**config.mk**
```make
export PLATFORM = sky130hd
export DESIGN_NAME = can_msg_buffer
export DESIGN_NICKNAME = d
export VERILOG_FILES = /design/src/hdl/can_buf_pkg.sv /design/src/hdl/word_fifo.sv /design/src/hdl/can_msg_buffer.sv
export SDC_FILE = /design/constraint.sdc
export NUM_CORES = 1
export LEC_CHECK = 0
export BUFFER_PORTS_ARGS = -buffer_cell sky130_fd_sc_hd__buf_2
export CAP_MARGIN = 5
export CORE_MARGIN = 2
export CORE_UTILIZATION = 45
export DETAILED_ROUTE_END_ITERATION = 16
export PLACE_DENSITY = 0.58
export SYNTH_ARGS = -nofsm -noshare
export SYNTH_HDL_FRONTEND = slang
export SYNTH_SLANG_ARGS = --single-unit
export TNS_END_PERCENT = 1
```
**constraint.sdc**
```tcl
create_clock -name mclk -period 6.8 [get_ports mclk]
set_clock_uncertainty 0.05 [all_clocks]
set_input_delay 0.34 -clock mclk [delete_from_list [all_inputs] [get_ports mclk]]
set_output_delay 0.34 -clock mclk [all_outputs]
set_load 0.02 [all_outputs]
```
**src/hdl/can_buf_pkg.sv**
```systemverilog
/*
 * Holds the message buffer word layout: word indices, field positions and
 * widths, implemented-bit masks, buffer count and FIFO sizing.
 * Assumes one 16-bit wide buffer memory, eight words per buffer.
 */
package can_buf_pkg;

    // ----------
    // Sizes
    // ----------
    localparam int WORD_W      = 16;
    localparam int WORDS_PER   = 8;
    localparam int WIDX_W      = 3;
    localparam int NUM_BUFS    = 4;
    localparam int BIDX_W      = 2;
    localparam int ADDR_W      = BIDX_W + WIDX_W;
    localparam int FIFO_DEPTH  = 8;
    localparam int FIFO_W      = ADDR_W + WORD_W;

    // ----------
    // Word indices
    // ----------
    localparam logic [2:0] W_STD_IDENT   = 3'h0;
    localparam logic [2:0] W_EXT_HIGH    = 3'h1;
    localparam logic [2:0] W_EXT_LOW_LEN = 3'h2;
    localparam logic [2:0] W_PAYLOAD_0   = 3'h3;
    localparam logic [2:0] W_FILTER_HIT  = 3'h7;

    // ----------
    // Field positions and widths
    // ----------
    localparam int STD_LSB     = 2;
    localparam int STD_W       = 11;
    localparam int SRR_BIT     = 1;
    localparam int EXT_SEL_BIT = 0;
    localparam int EXT_W       = 18;
    localparam int EXT_HI_LSB  = 0;
    localparam int EXT_HI_W    = 12;
    localparam int EXT_LO_LSB  = 10;
    localparam int EXT_LO_W    = 6;
    localparam int RTR_BIT     = 9;
    localparam int RZH_BIT     = 8;
    localparam int RZL_BIT     = 4;
    localparam int LEN_LSB     = 0;
    localparam int LEN_W       = 4;
    localparam int BYTE_LO_LSB = 0;
    localparam int BYTE_HI_LSB = 8;
    localparam int HIT_LSB     = 8;
    localparam int HIT_W       = 5;

    // ----------
    // Implemented bits per word; the rest store and read as zero
    // ----------
    localparam logic [15:0] MASK_STD_IDENT   = 16'h1FFF;
    localparam logic [15:0] MASK_EXT_HIGH    = 16'h0FFF;
    localparam logic [15:0] MASK_EXT_LOW_LEN = 16'hFF1F;
    localparam logic [15:0] MASK_PAYLOAD     = 16'hFFFF;
    localparam logic [15:0] MASK_FILTER_HIT  = 16'h1F00;

    function automatic logic [15:0] word_mask(input logic [2:0] idx);
        logic [15:0] m;
        m = MASK_PAYLOAD;
        case (idx)
            W_STD_IDENT:   m = MASK_STD_IDENT;
            W_EXT_HIGH:    m = MASK_EXT_HIGH;
            W_EXT_LOW_LEN: m = MASK_EXT_LOW_LEN;
            W_FILTER_HIT:  m = MASK_FILTER_HIT;
            default:       m = MASK_PAYLOAD;
        endcase
        return m;
    endfunction

    typedef enum logic [1:0] {
        PK_IDLE = 2'b00,
        PK_PUSH = 2'b01
    } pack_state_t;

    typedef enum logic [1:0] {
        TX_IDLE = 2'b00,
        TX_READ = 2'b01,
        TX_HOLD = 2'b11
    } tx_state_t;

endpackage

```
**src/hdl/word_fifo.sv**
```systemverilog
/*
 * Small synchronous FIFO with valid/ready on both sides.
 * Assumes a single clock; full and empty come from an occupancy count.
 */
`timescale 1ns/10ps
module word_fifo #(
    parameter int WIDTH = 8,
    parameter int DEPTH = 8
) (
    input  wire logic             mclk,
    input  wire logic             rst,
    input  wire logic             in_valid,
    output logic                  in_ready,
    input  wire logic [WIDTH-1:0] in_data,
    output logic                  out_valid,
    input  wire logic             out_ready,
    output logic      [WIDTH-1:0] out_data
);

    localparam int PTR_W = $clog2(DEPTH);

    logic [WIDTH-1:0] store [DEPTH];
    logic [PTR_W-1:0] wr_ptr;
    logic [PTR_W-1:0] rd_ptr;
    logic [PTR_W:0]   count;

    wire do_push = in_valid && in_ready;
    wire do_pop  = out_valid && out_ready;

    assign in_ready  = (count != (PTR_W+1)'(DEPTH));
    assign out_valid = (count != '0);
    assign out_data  = store[rd_ptr];

    always_ff @(posedge mclk) begin
        if (do_push) begin
            store[wr_ptr] <= in_data;
        end
    end

    always_ff @(posedge mclk or posedge rst) begin
        if (rst) begin
            wr_ptr <= '0;
            rd_ptr <= '0;
            count  <= '0;
        end else begin
            if (do_push) begin
                wr_ptr <= (wr_ptr == PTR_W'(DEPTH-1)) ? '0 : wr_ptr + 1'b1;
            end
            if (do_pop) begin
                rd_ptr <= (rd_ptr == PTR_W'(DEPTH-1)) ? '0 : rd_ptr + 1'b1;
            end
            count <= count + (PTR_W+1)'(do_push) - (PTR_W+1)'(do_pop);
        end
    end

endmodule

```
**src/hdl/can_msg_buffer.sv**
```systemverilog
/*
 * Message buffer memory with its word layout: a host word port for software
 * and DMA, a transmit unpacker feeding the protocol engine, and a receive
 * packer that writes frames back through an eight-entry FIFO.
 * Assumes the protocol engine and the host share mclk and that buffer
 * direction bits come from the buffer control logic outside.
 */
`timescale 1ns/10ps

// Overview of operation
// - Word 0 holds the 11-bit standard identifier in bits 12..2 with bits 15..13 reading zero.
// - Word 0 bit 1 is the substitute remote request flag, one for a remote request.
// - Word 0 bit 0 selects extended identifier format when one, standard only when zero.
// - The 18-bit extended identifier has its top twelve bits in word 1 bits 11..0 and low six in word 2 bits 15..10.
// - Word 2 bit 9 is the remote transmission request flag, one for a remote frame.
// - Word 2 bits 3..0 hold the four-bit data length code.
// - Words 3..6 hold payload bytes 0..7 in order, lower byte of each pair in the low half.
// - On reception the controller writes the five-bit accepting filter number into word 7 bits 12..8.
// - The filter hit field is written only for receive buffers and left alone for transmit buffers.
// - Unimplemented positions, including word 2 bits 7..5 and word 7 bits 7..0, read as zero.
module can_msg_buffer
    import can_buf_pkg::*;
(
    input  wire logic                 mclk,
    input  wire logic                 rst,
    input  wire logic                 host_sel,
    input  wire logic                 host_wr,
    input  wire logic [ADDR_W-1:0]    host_addr,
    input  wire logic [WORD_W-1:0]    host_wdata,
    output logic      [WORD_W-1:0]    host_rdata,

    input  wire logic [NUM_BUFS-1:0]  buffer_direction_select,

    input  wire logic                 tx_req,
    input  wire logic [BIDX_W-1:0]    tx_buf,
    input  wire logic                 tx_taken,
    output logic                      tx_busy,

    output logic                      tx_valid,
    output logic      [STD_W-1:0]     tx_std_ident,
    output logic                      tx_srr,
    output logic                      tx_ext_sel,
    output logic      [EXT_W-1:0]     tx_ext_ident,
    output logic                      tx_rtr,
    output logic                      tx_reserved_zero_high,
    output logic                      tx_reserved_zero_low,
    output logic      [LEN_W-1:0]     tx_len,
    output logic      [63:0]          tx_payload,

    input  wire logic                 rx_valid,
    output logic                      rx_ready,

    input  wire logic [BIDX_W-1:0]    rx_buf,
    input  wire logic [STD_W-1:0]     rx_std_ident,
    input  wire logic                 rx_srr,
    input  wire logic                 rx_ext_sel,
    input  wire logic [EXT_W-1:0]     rx_ext_ident,
    input  wire logic                 rx_rtr,
    input  wire logic                 rx_reserved_zero_high,
    input  wire logic                 rx_reserved_zero_low,
    input  wire logic [LEN_W-1:0]     rx_len,
    input  wire logic [63:0]          rx_payload,
    input  wire logic [HIT_W-1:0]     rx_filter_hit_code
);

    // ------------------------------------------------------------
    // Buffer memory, no reset: contents undefined until written
    // ------------------------------------------------------------
    logic [WORD_W-1:0] mem [NUM_BUFS*WORDS_PER];

    // ------------------------------------------------------------
    // Receive packer state
    // ------------------------------------------------------------
    pack_state_t       pk_state;
    logic [WIDX_W-1:0] pk_idx;
    logic [BIDX_W-1:0] pk_buf;
    logic [WORD_W-1:0] pk_words [WORDS_PER];
    logic              pk_is_tx;

    wire               fifo_in_ready;
    wire               fifo_out_valid;
    wire [FIFO_W-1:0]  fifo_out_data;

    // Word 7 of a transmit buffer is skipped, its filter field untouched
    wire skip_word  = pk_is_tx && (pk_idx == W_FILTER_HIT);
    wire pk_push    = (pk_state == PK_PUSH) && !skip_word;
    wire pk_advance = (pk_state == PK_PUSH) && (skip_word || fifo_in_ready);
    wire pk_last    = (pk_idx == WIDX_W'(WORDS_PER-1));
    wire rx_take    = rx_valid && rx_ready;

    wire [FIFO_W-1:0] pk_entry = {pk_buf, pk_idx, pk_words[pk_idx]};

    // Packed layout of an incoming frame
    wire [WORD_W-1:0] rx_w0 = (WORD_W'(rx_std_ident) << STD_LSB)
                            | (WORD_W'(rx_srr) << SRR_BIT)
                            | (WORD_W'(rx_ext_sel) << EXT_SEL_BIT);

    wire [WORD_W-1:0] rx_w1 = WORD_W'(rx_ext_ident[EXT_W-1 -: EXT_HI_W]) << EXT_HI_LSB;

    wire [WORD_W-1:0] rx_w2 = (WORD_W'(rx_ext_ident[EXT_LO_W-1:0]) << EXT_LO_LSB)
                            | (WORD_W'(rx_rtr) << RTR_BIT)
                            | (WORD_W'(rx_reserved_zero_high) << RZH_BIT)
                            | (WORD_W'(rx_reserved_zero_low) << RZL_BIT)
                            | (WORD_W'(rx_len) << LEN_LSB);

    wire [WORD_W-1:0] rx_w7 = WORD_W'(rx_filter_hit_code) << HIT_LSB;

    // Capture the whole frame at accept
    always_ff @(posedge mclk) begin
        if (rx_take) begin
            pk_words[0] <= rx_w0;
            pk_words[1] <= rx_w1;
            pk_words[2] <= rx_w2;
            for (int i = 0; i < 4; i++) begin
                pk_words[3+i] <= {rx_payload[16*i+BYTE_HI_LSB +: 8],
                                  rx_payload[16*i+BYTE_LO_LSB +: 8]};
            end
            pk_words[7] <= rx_w7;
        end
    end

    // Accept a frame, then push its words
    always_ff @(posedge mclk or posedge rst) begin
        if (rst) begin
            pk_state <= PK_IDLE;
            pk_idx   <= '0;
            pk_buf   <= '0;
            pk_is_tx <= 1'b0;
            rx_ready <= 1'b0;
        end else begin
            case (pk_state)
                PK_IDLE: begin
                    rx_ready <= 1'b1;
                    if (rx_take) begin
                        pk_state <= PK_PUSH;
                        pk_idx   <= '0;
                        pk_buf   <= rx_buf;
                        pk_is_tx <= buffer_direction_select[rx_buf];
                        rx_ready <= 1'b0;
                    end
                end

                PK_PUSH: begin
                    if (pk_advance) begin
                        pk_idx <= pk_idx + 1'b1;
                        if (pk_last) begin
                            pk_state <= PK_IDLE;
                            rx_ready <= 1'b1;
                        end
                    end
                end

                default: begin
                    pk_state <= PK_IDLE;
                    rx_ready <= 1'b0;
                end
            endcase
        end
    end

    // ------------------------------------------------------------
    // Write FIFO between packer and memory
    // ------------------------------------------------------------
    wire host_write = host_sel && host_wr;
    wire fifo_drain = !host_write;

    word_fifo #(
        .WIDTH (FIFO_W),
        .DEPTH (FIFO_DEPTH)
    ) u_write_fifo (
        .mclk      (mclk),
        .rst       (rst),
        .in_valid  (pk_push),
        .in_ready  (fifo_in_ready),
        .in_data   (pk_entry),
        .out_valid (fifo_out_valid),
        .out_ready (fifo_drain),
        .out_data  (fifo_out_data)
    );

    // ------------------------------------------------------------
    // Memory write port: host first, then the FIFO
    // ------------------------------------------------------------
    wire [ADDR_W-1:0] wr_addr  = host_write ? host_addr : fifo_out_data[FIFO_W-1 -: ADDR_W];
    wire [WORD_W-1:0] wr_raw   = host_write ? host_wdata : fifo_out_data[WORD_W-1:0];
    wire              wr_en    = host_write || fifo_out_valid;
    wire [WORD_W-1:0] wr_data  = wr_raw & word_mask(wr_addr[WIDX_W-1:0]);

    always_ff @(posedge mclk) begin
        if (wr_en) begin
            mem[wr_addr] <= wr_data;
        end
    end

    // Registered read, masked again
    always_ff @(posedge mclk or posedge rst) begin
        if (rst) begin
            host_rdata <= '0;
        end else if (host_sel && !host_wr) begin
            host_rdata <= mem[host_addr] & word_mask(host_addr[WIDX_W-1:0]);
        end
    end

    // ------------------------------------------------------------
    // Transmit unpacker
    // ------------------------------------------------------------
    tx_state_t         tx_state;
    logic [WIDX_W-1:0] tx_idx;
    logic [BIDX_W-1:0] tx_sel;

    wire [WORD_W-1:0] tx_word = mem[{tx_sel, tx_idx}] & word_mask(tx_idx);
    wire              tx_read = (tx_state == TX_READ);
    wire              tx_last = (tx_idx == WIDX_W'(WORDS_PER-1));

    // Eight word reads, then hold until taken
    always_ff @(posedge mclk or posedge rst) begin
        if (rst) begin
            tx_state <= TX_IDLE;
            tx_idx   <= '0;
            tx_sel   <= '0;
            tx_valid <= 1'b0;
            tx_busy  <= 1'b0;
        end else begin
            case (tx_state)
                TX_IDLE: begin
                    if (tx_req) begin
                        tx_state <= TX_READ;
                        tx_sel   <= tx_buf;
                        tx_idx   <= '0;
                        tx_busy  <= 1'b1;
                    end
                end

                TX_READ: begin
                    tx_idx <= tx_idx + 1'b1;
                    if (tx_last) begin
                        tx_state <= TX_HOLD;
                        tx_valid <= 1'b1;
                    end
                end

                TX_HOLD: begin
                    if (tx_taken) begin
                        tx_state <= TX_IDLE;
                        tx_valid <= 1'b0;
                        tx_busy  <= 1'b0;
                    end
                end

                default: begin
                    tx_state <= TX_IDLE;
                    tx_valid <= 1'b0;
                    tx_busy  <= 1'b0;
                end
            endcase
        end
    end

    // Each word read except word 7 lands in its fields; word 7 has no transmit field
    always_ff @(posedge mclk or posedge rst) begin
        if (rst) begin
            tx_std_ident          <= '0;
            tx_srr                <= 1'b0;
            tx_ext_sel            <= 1'b0;
            tx_ext_ident          <= '0;
            tx_rtr                <= 1'b0;
            tx_reserved_zero_high <= 1'b0;
            tx_reserved_zero_low  <= 1'b0;
            tx_len                <= '0;
            tx_payload            <= '0;
        end else if (tx_read) begin
            case (tx_idx)
                W_STD_IDENT: begin
                    tx_std_ident <= tx_word[STD_LSB +: STD_W];
                    tx_srr       <= tx_word[SRR_BIT];
                    tx_ext_sel   <= tx_word[EXT_SEL_BIT];
                end

                W_EXT_HIGH: begin
                    tx_ext_ident[EXT_W-1 -: EXT_HI_W] <= tx_word[EXT_HI_LSB +: EXT_HI_W];
                end

                W_EXT_LOW_LEN: begin
                    tx_ext_ident[EXT_LO_W-1:0] <= tx_word[EXT_LO_LSB +: EXT_LO_W];
                    tx_rtr                     <= tx_word[RTR_BIT];
                    tx_reserved_zero_high      <= tx_word[RZH_BIT];
                    tx_reserved_zero_low       <= tx_word[RZL_BIT];
                    tx_len                     <= tx_word[LEN_LSB +: LEN_W];
                end

                W_FILTER_HIT: begin
                    tx_payload <= tx_payload;
                end

                default: begin
                    tx_payload[16*(tx_idx-W_PAYLOAD_0) +: 16] <= tx_word;
                end
            endcase
        end
    end

endmodule

```
Word level (Yosys, flattened, before mapping) --
Memory sizes are Yosys's and may differ from the RTL's. Index checks and enable logic that the tools add are counted.
Storage, ports and cells: bits in registers 146, latch bits 0, memory bits (writable) 808, ROM bits 0, bits of input ports 143, output and inout bits 121, word-level logic and storage cells 146, memories kept 3
Cells by class: add/subtract/negate cells 8, multiply operators 0, divide/modulo/power cells 0, magnitude comparators 1, equality and inequality tests 22, shift-type cells 2, multiplexer cells 39, bitwise gates (word level) 12, reductions and logical operators 35
Memories:
- mem | depth 32, width 16, rd ports 2, clocked after Yosys merged registers in 0, write ports 1, RTL line can_msg_buffer.sv:69 | logic [WORD_W-1:0] mem [NUM_BUFS*WORDS_PER];
- u_write_fifo.store | depth 8, width 21, rd ports 1, clocked after Yosys merged registers in 0, write ports 1, RTL line word_fifo.sv:22 | logic [WIDTH-1:0] store [DEPTH];
- pk_words | depth 8, width 16, rd ports 1, clocked after Yosys merged registers in 0, write ports 8, RTL line can_msg_buffer.sv:77 | logic [WORD_W-1:0] pk_words [WORDS_PER];
Operators with widths (number):
- $pmux 16 s4 | 3
- $bwmux 64 | 1
- $shift 16x34->64 const A | 1
- $shiftx 16x34->64 | 1
- $and 16x16->16 | 3
- $neg 32->34 | 1
- $mux 16 | 2
- $eq 3x3->1 const B | 6
- $or 16x10->16 | 1
- $or 16x4->16 | 1
- $or 16x5->16 | 1
- $or 16x9->16 | 1
- $reduce_and 2->1 | 8
- $mux 3 | 5
- $reduce_and 3->1 | 5
- $mux 1 | 13
- $or 13x1->13 | 1
- $or 13x2->13 | 1
- $add 3x1->3 const B | 4
- $mux 2 | 6
- $pmux 3 s2 | 2
- $ne 2x2->1 const B | 5
- $eq 3x1->1 const B | 3
- $eq 3x2->1 const B | 3
- 23 further kinds | 41

Logic depth before layout (Yosys ltp) --
depth in word-level cells 7, depth in mapped cells 17, gate-level depth less buffers 12

By module --
A second synthesis with hierarchy kept.
Unflattened totals: cell total of the unflattened synthesis 2196, area, all modules 40832.9 um^2
By module, submodules not included:
- can_msg_buffer | times used 1, cells an instance 1896, area each 33749.9 um^2, sequential area each 21966.1 um^2
- word_fifo | times used 1, cells an instance 300, area each 7083.0 um^2, sequential area each 5295.1 um^2

Worst setup path before layout --
No wires, ideal clock.
kind register -> register, start register tx_idx[0], end register tx_payload[2], setup time 0.077 ns, arrival time 3.764 ns, required time 6.673 ns, setup slack 2.909 ns, cell stages (with the launch flop) 17, buffers on the path 6, period minus slack after synthesis 3.891 ns, cell sequence dfrtp_1 -> buf_2 -> buf_4 -> buf_4 -> buf_2 -> inv_1 -> ha_1 -> nor3_1 -> nand2_1 -> ha_1 -> nand3_1 -> or4_1 -> a2111o_1 -> buf_2 -> nand2b_1 -> clkbuf_1 -> o21ai_1
On the way: word-level cells in the longest chain between the ends 5, elaborated cells on any way between the ends 15, those cells by class add/sub: 2; eq/ne: 3; shift: 2; mux: 2; bitwise: 2; reduce/logical: 3; memory: 1
Ends and longest elaborated chain:
- start, declared | RTL line can_msg_buffer.sv:208 | logic [WIDX_W-1:0] tx_idx;
- start signal, assigned | RTL line can_msg_buffer.sv:235 | tx_idx <= tx_idx + 1'b1;
- parallel branches: the longest is 5 deep, another holds $neg 32->34
- end signal, assigned | RTL line can_msg_buffer.sv:292 | tx_payload <= tx_payload;
- end signal, assigned by index | RTL line can_msg_buffer.sv:296 | tx_payload[16*(tx_idx-W_PAYLOAD_0) +: 16] <= tx_word;
- end, declared | RTL line can_msg_buffer.sv:48 | output logic [63:0] tx_payload,
Several ways; the timed one is not identified. A chain may end at the register's enable or synchronous reset.

Worst setup path in the final report --
start register tx_idx[1], end register tx_payload[15]
The elaborated chain is that of the path after synthesis.

==> out/results.tsv <==
stage	metric	value	unit
logic_synthesis	Seq/Total Area, Yosys	67.5	%
setup_path	Req. time, crit path	7.34	ns
logic_synthesis	Syn Nets	2389	
logic_synthesis	Syn Inst Count	2223	
detailed_routing	Avg Vias per Cell	5.85	
cells_and_area	Final Instance Count excl. Fillers	3881	
floorplan	die extent in x	304	um
setup_path	crit path from	tx_idx[1]$_DFFE_PP0P_	
global_routing	first-pass GRT wire length	157000	um
detailed_routing	wire per inst	27.4	um
power	Pwr Density	478	nW/um^2
cells_and_area	share of cells above drive strength 1	33.6	%
clock_tree	post-cts gate resize count	0	
clock_tree	CTS root buffer	clkbuf_16	
clock_tree	clock-pin slew on the worst setup and hold paths	0.06	ns
logic_synthesis	largest family of logic cells by synthesized area	multiplexers	
logic_synthesis	number of synthesized flops with an enable pin	787	
cells_and_area	most frequent cells in the layout	edfxtp_1 (787), mux4_2 (322), buf_2 (261)	
floorplan	Die ar.	92100	um^2
timing	Fin. Hold Viols	0	
power	Worst VDD drop	347	uV
logic_synthesis	Synth Area in Compound Gates	3.98	%
run_status	status	finished clean	
floorplan	die height	304	um
power	Sw Ratio	35.9	%
setup_path	Critical Path Source Type	register	
detailed_routing	via count	22700	
logic_synthesis	Top FF cell, synth	edfxtp_1	
logic_synthesis	Synth Cell Area	40400	um^2
power	Pint	14600	uW
clock_tree	clock tree from TritonCTS	built	
worst_hold_path	Hold Path Origin	buffer_direction_select[2]	
logic_synthesis	Post-Synth Simple-Gate Area	4.25	%
cells_and_area	commonest non-fill, non-tap cell in the layout	edfxtp_1	
power	combinational share of power	35.2	%
flow_run	Max-Cap Viols	0	
timing	fmax	0.217	GHz
place	Inst Count DP	3585	
setup_path	WP data arrival	5.15	ns
global_routing	initial antenna violation count	8	
worst_hold_path	Hold Path Class	input pin to register	
global_routing	largest net degree at the start of global routing	100	
cells_and_area	fin nets	2801	
clock_tree	Skew-Pair Late Insertion Delay	0.67	ns
floorplan	# rows	109	
logic_synthesis	synth unique cells	65	
timing	Sum Neg Setup Slack	0	ns
global_routing	total global routing overflow	0	
detailed_routing	first drt pass iteration count	5	
setup_path	R2R Setup Slk	2.19	ns
timing	RSZ-0062 raised after global routing	no	
setup_path	Worst R2R Start	tx_idx[1]$_DFFE_PP0P_	
floorplan	Ports	264	
place	Detail Placement HPWL	68200	um
cells_and_area	filler instances	7017	
logic_synthesis	mux cell area share after synthesis	21.5	%
timing	period utilisation layout	67.8	%
power	P_sw	8180	uW
timing	worst-margin pin slew	1.24	ns
cells_and_area	area growth from synthesis to layout	18.1	%
setup_path	crit-path max FO	33	
clock_tree	H-tree Lvls	3	
logic_synthesis	FF+latch count, synth	932	
clock_tree	clock sink total	932	
place	routability cong.	0.856	
logic_synthesis	Synth warnings	0	
place	Port-buffer cells	263	
logic_synthesis	Post-Synth Adder-Cell Area	0.731	%
clock_tree	Max clock buf depth	3	
setup_path	critical path class	register to register	
clock_tree	TritonCTS buffer count	98	
power	leakage power total	0.0169	uW
timing	Slew headroom	17.2	%
timing	Max Slew Vio Count	0	
global_routing	GR Util All Layers	23.5	%
timing	Final setup viols	0	
detailed_routing	Iter 0 DRT Violations	1971	
logic_synthesis	syn avg cell area	18.2	um^2
logic_synthesis	Async SR Flop Fraction	15.6	%
setup_path	CP endpoint kind	register	
detailed_routing	DRC Markers	0	
detailed_routing	post-route ant nets	0	
power	sequential share of power	41.3	%
timing	post-route minimum period	4.61	ns
power	Clock power frac	23.5	%
logic_synthesis	xor/xnor cell area share of the yosys netlist	0.0868	%
floorplan	core area	88600	um^2
detailed_routing	total wire length	106000	um
global_routing	vias in the first global route	23800	
floorplan	Starting Density	45.5	%
## cell families (layout without fill, tap and decap cells)
kind of cell | Yosys count | after routing
buf+inv | 172 | 663
flops | 932 | 932
xor+xnor | 4 | 4
other cells | 0 | 2
fa+ha+maj | 23 | 23
simple gates | 370 | 370
compound gates | 261 | 261
mux | 461 | 461
## repair_timing
action                                 in CTS  in global routing
hold buffers                              115                  0
endpoints found under the hold margin     195                  0
setup buffers                               0                  0
## power by group through the flow
stage                     clock (uW)  sequential [uW]  combinational [uW]
after floorplan                    0             9530                4780
after global placement             0             9460                7850
after detailed placement           0             9530                8010
after CTS                       5450             9420                8090
after global routing            5680             9540                8640
final                           5360             9410                8010
## path summary, 6_finish.rpt
path,end,depth (start not counted)
worst max-delay path,tx_payload[15]$_DFFE_PP0P_,11
worst min-delay path,pk_is_tx$_DFFE_PP0P_,3
worst max register to register,tx_payload[15]$_DFFE_PP0P_,11
worst min register to register,tx_ext_ident[9]$_DFFE_PP0P_,2
max in group asynchronous,host_rdata[1]$_DFFE_PP0P_,4
min in group asynchronous,tx_payload[18]$_DFFE_PP0P_,3
## stage by stage
stage	instance area [um^2]	hold WS, ns	setup slack, ns	total power, uW	util [%]
floorplan	40400	0.389	2.52	14300	-
global placement	43300	0.408	2.31	17300	48.8
detailed placement	43300	0.417	2.21	17500	48.8
CTS	47700	0.0914	2.20	23000	53.8
global route	47700	0.117	1.87	23900	53.8
finish	47700	0.131	2.19	22800	53.8
## per-layer routing
metal | GRT usage, % | vias up | share of wire (%)
li1 | - | 9837 | -
met1 | 30.8 | 11800 | 40
met2 | 39.0 | 852 | 49
met3 | 5.78 | 177 | 7.3
met4 | 6.75 | 12 | 2.7
met5 | 0 | - | 0.074
## area by class of cell
| type | count | area (um^2) | area share (%) |
|---|---|---|---|
| Sequential cell | 932 | 27300 | 57.2 |
| Multi-Input combinational cell | 1119 | 12500 | 26.3 |
| Timing Repair Buffer | 448 | 3030 | 6.36 |
| Clock buffer | 118 | 2600 | 5.45 |
| Tap cell | 1165 | 1460 | 3.06 |
| Clock inverter | 61 | 627 | 1.32 |
| Inverter | 36 | 140 | 0.294 |
| Antenna cell | 2 | 5.00 | 0.0105 |
## critical path, cell delays in order, from the launching register on
cell	delay [ns]
dfrtp_2	0.34
buf_4	0.44
inv_1	0.53
ha_1	0.54
nor3_1	0.28
nand2_1	0.12
ha_1	0.32
nand3_1	0.08
or4_1	0.40
a2111o_1	0.70
nand2b_1	0.42
o21ai_0	0.29
## state kept, by name (all words and copies together) (netlist names), 2 cells and up
name,flops
pk_buf,2
pk_words,107
tx_len,4
tx_payload,64
u_write_fifo.wr_ptr,3
u_write_fifo.count,4
mem,512
tx_ext_ident,18
tx_state,2
host_rdata,16
tx_sel,2
tx_idx,3
tx_std_ident,11
u_write_fifo.store,168
pk_idx,3
u_write_fifo.rd_ptr,3
## cells in the mapped netlist (all sizes together) (19+ instances only)
cell type  number  share of area [%]
edfxtp        787                 59
mux4          322                 18
dfrtp         145                9.0
nand2         138                1.3
mux2i         122                3.0
o21ai         117                1.5
nor2          109                1.0
buf            80                1.1
clkbuf         56               0.52
a21oi          44               0.55
nand2b         40               0.64
inv            36               0.33
o22ai          29               0.45
ha             22               0.68
nand3          19               0.24
No activity file was read; power rests on OpenSTA's default activity.
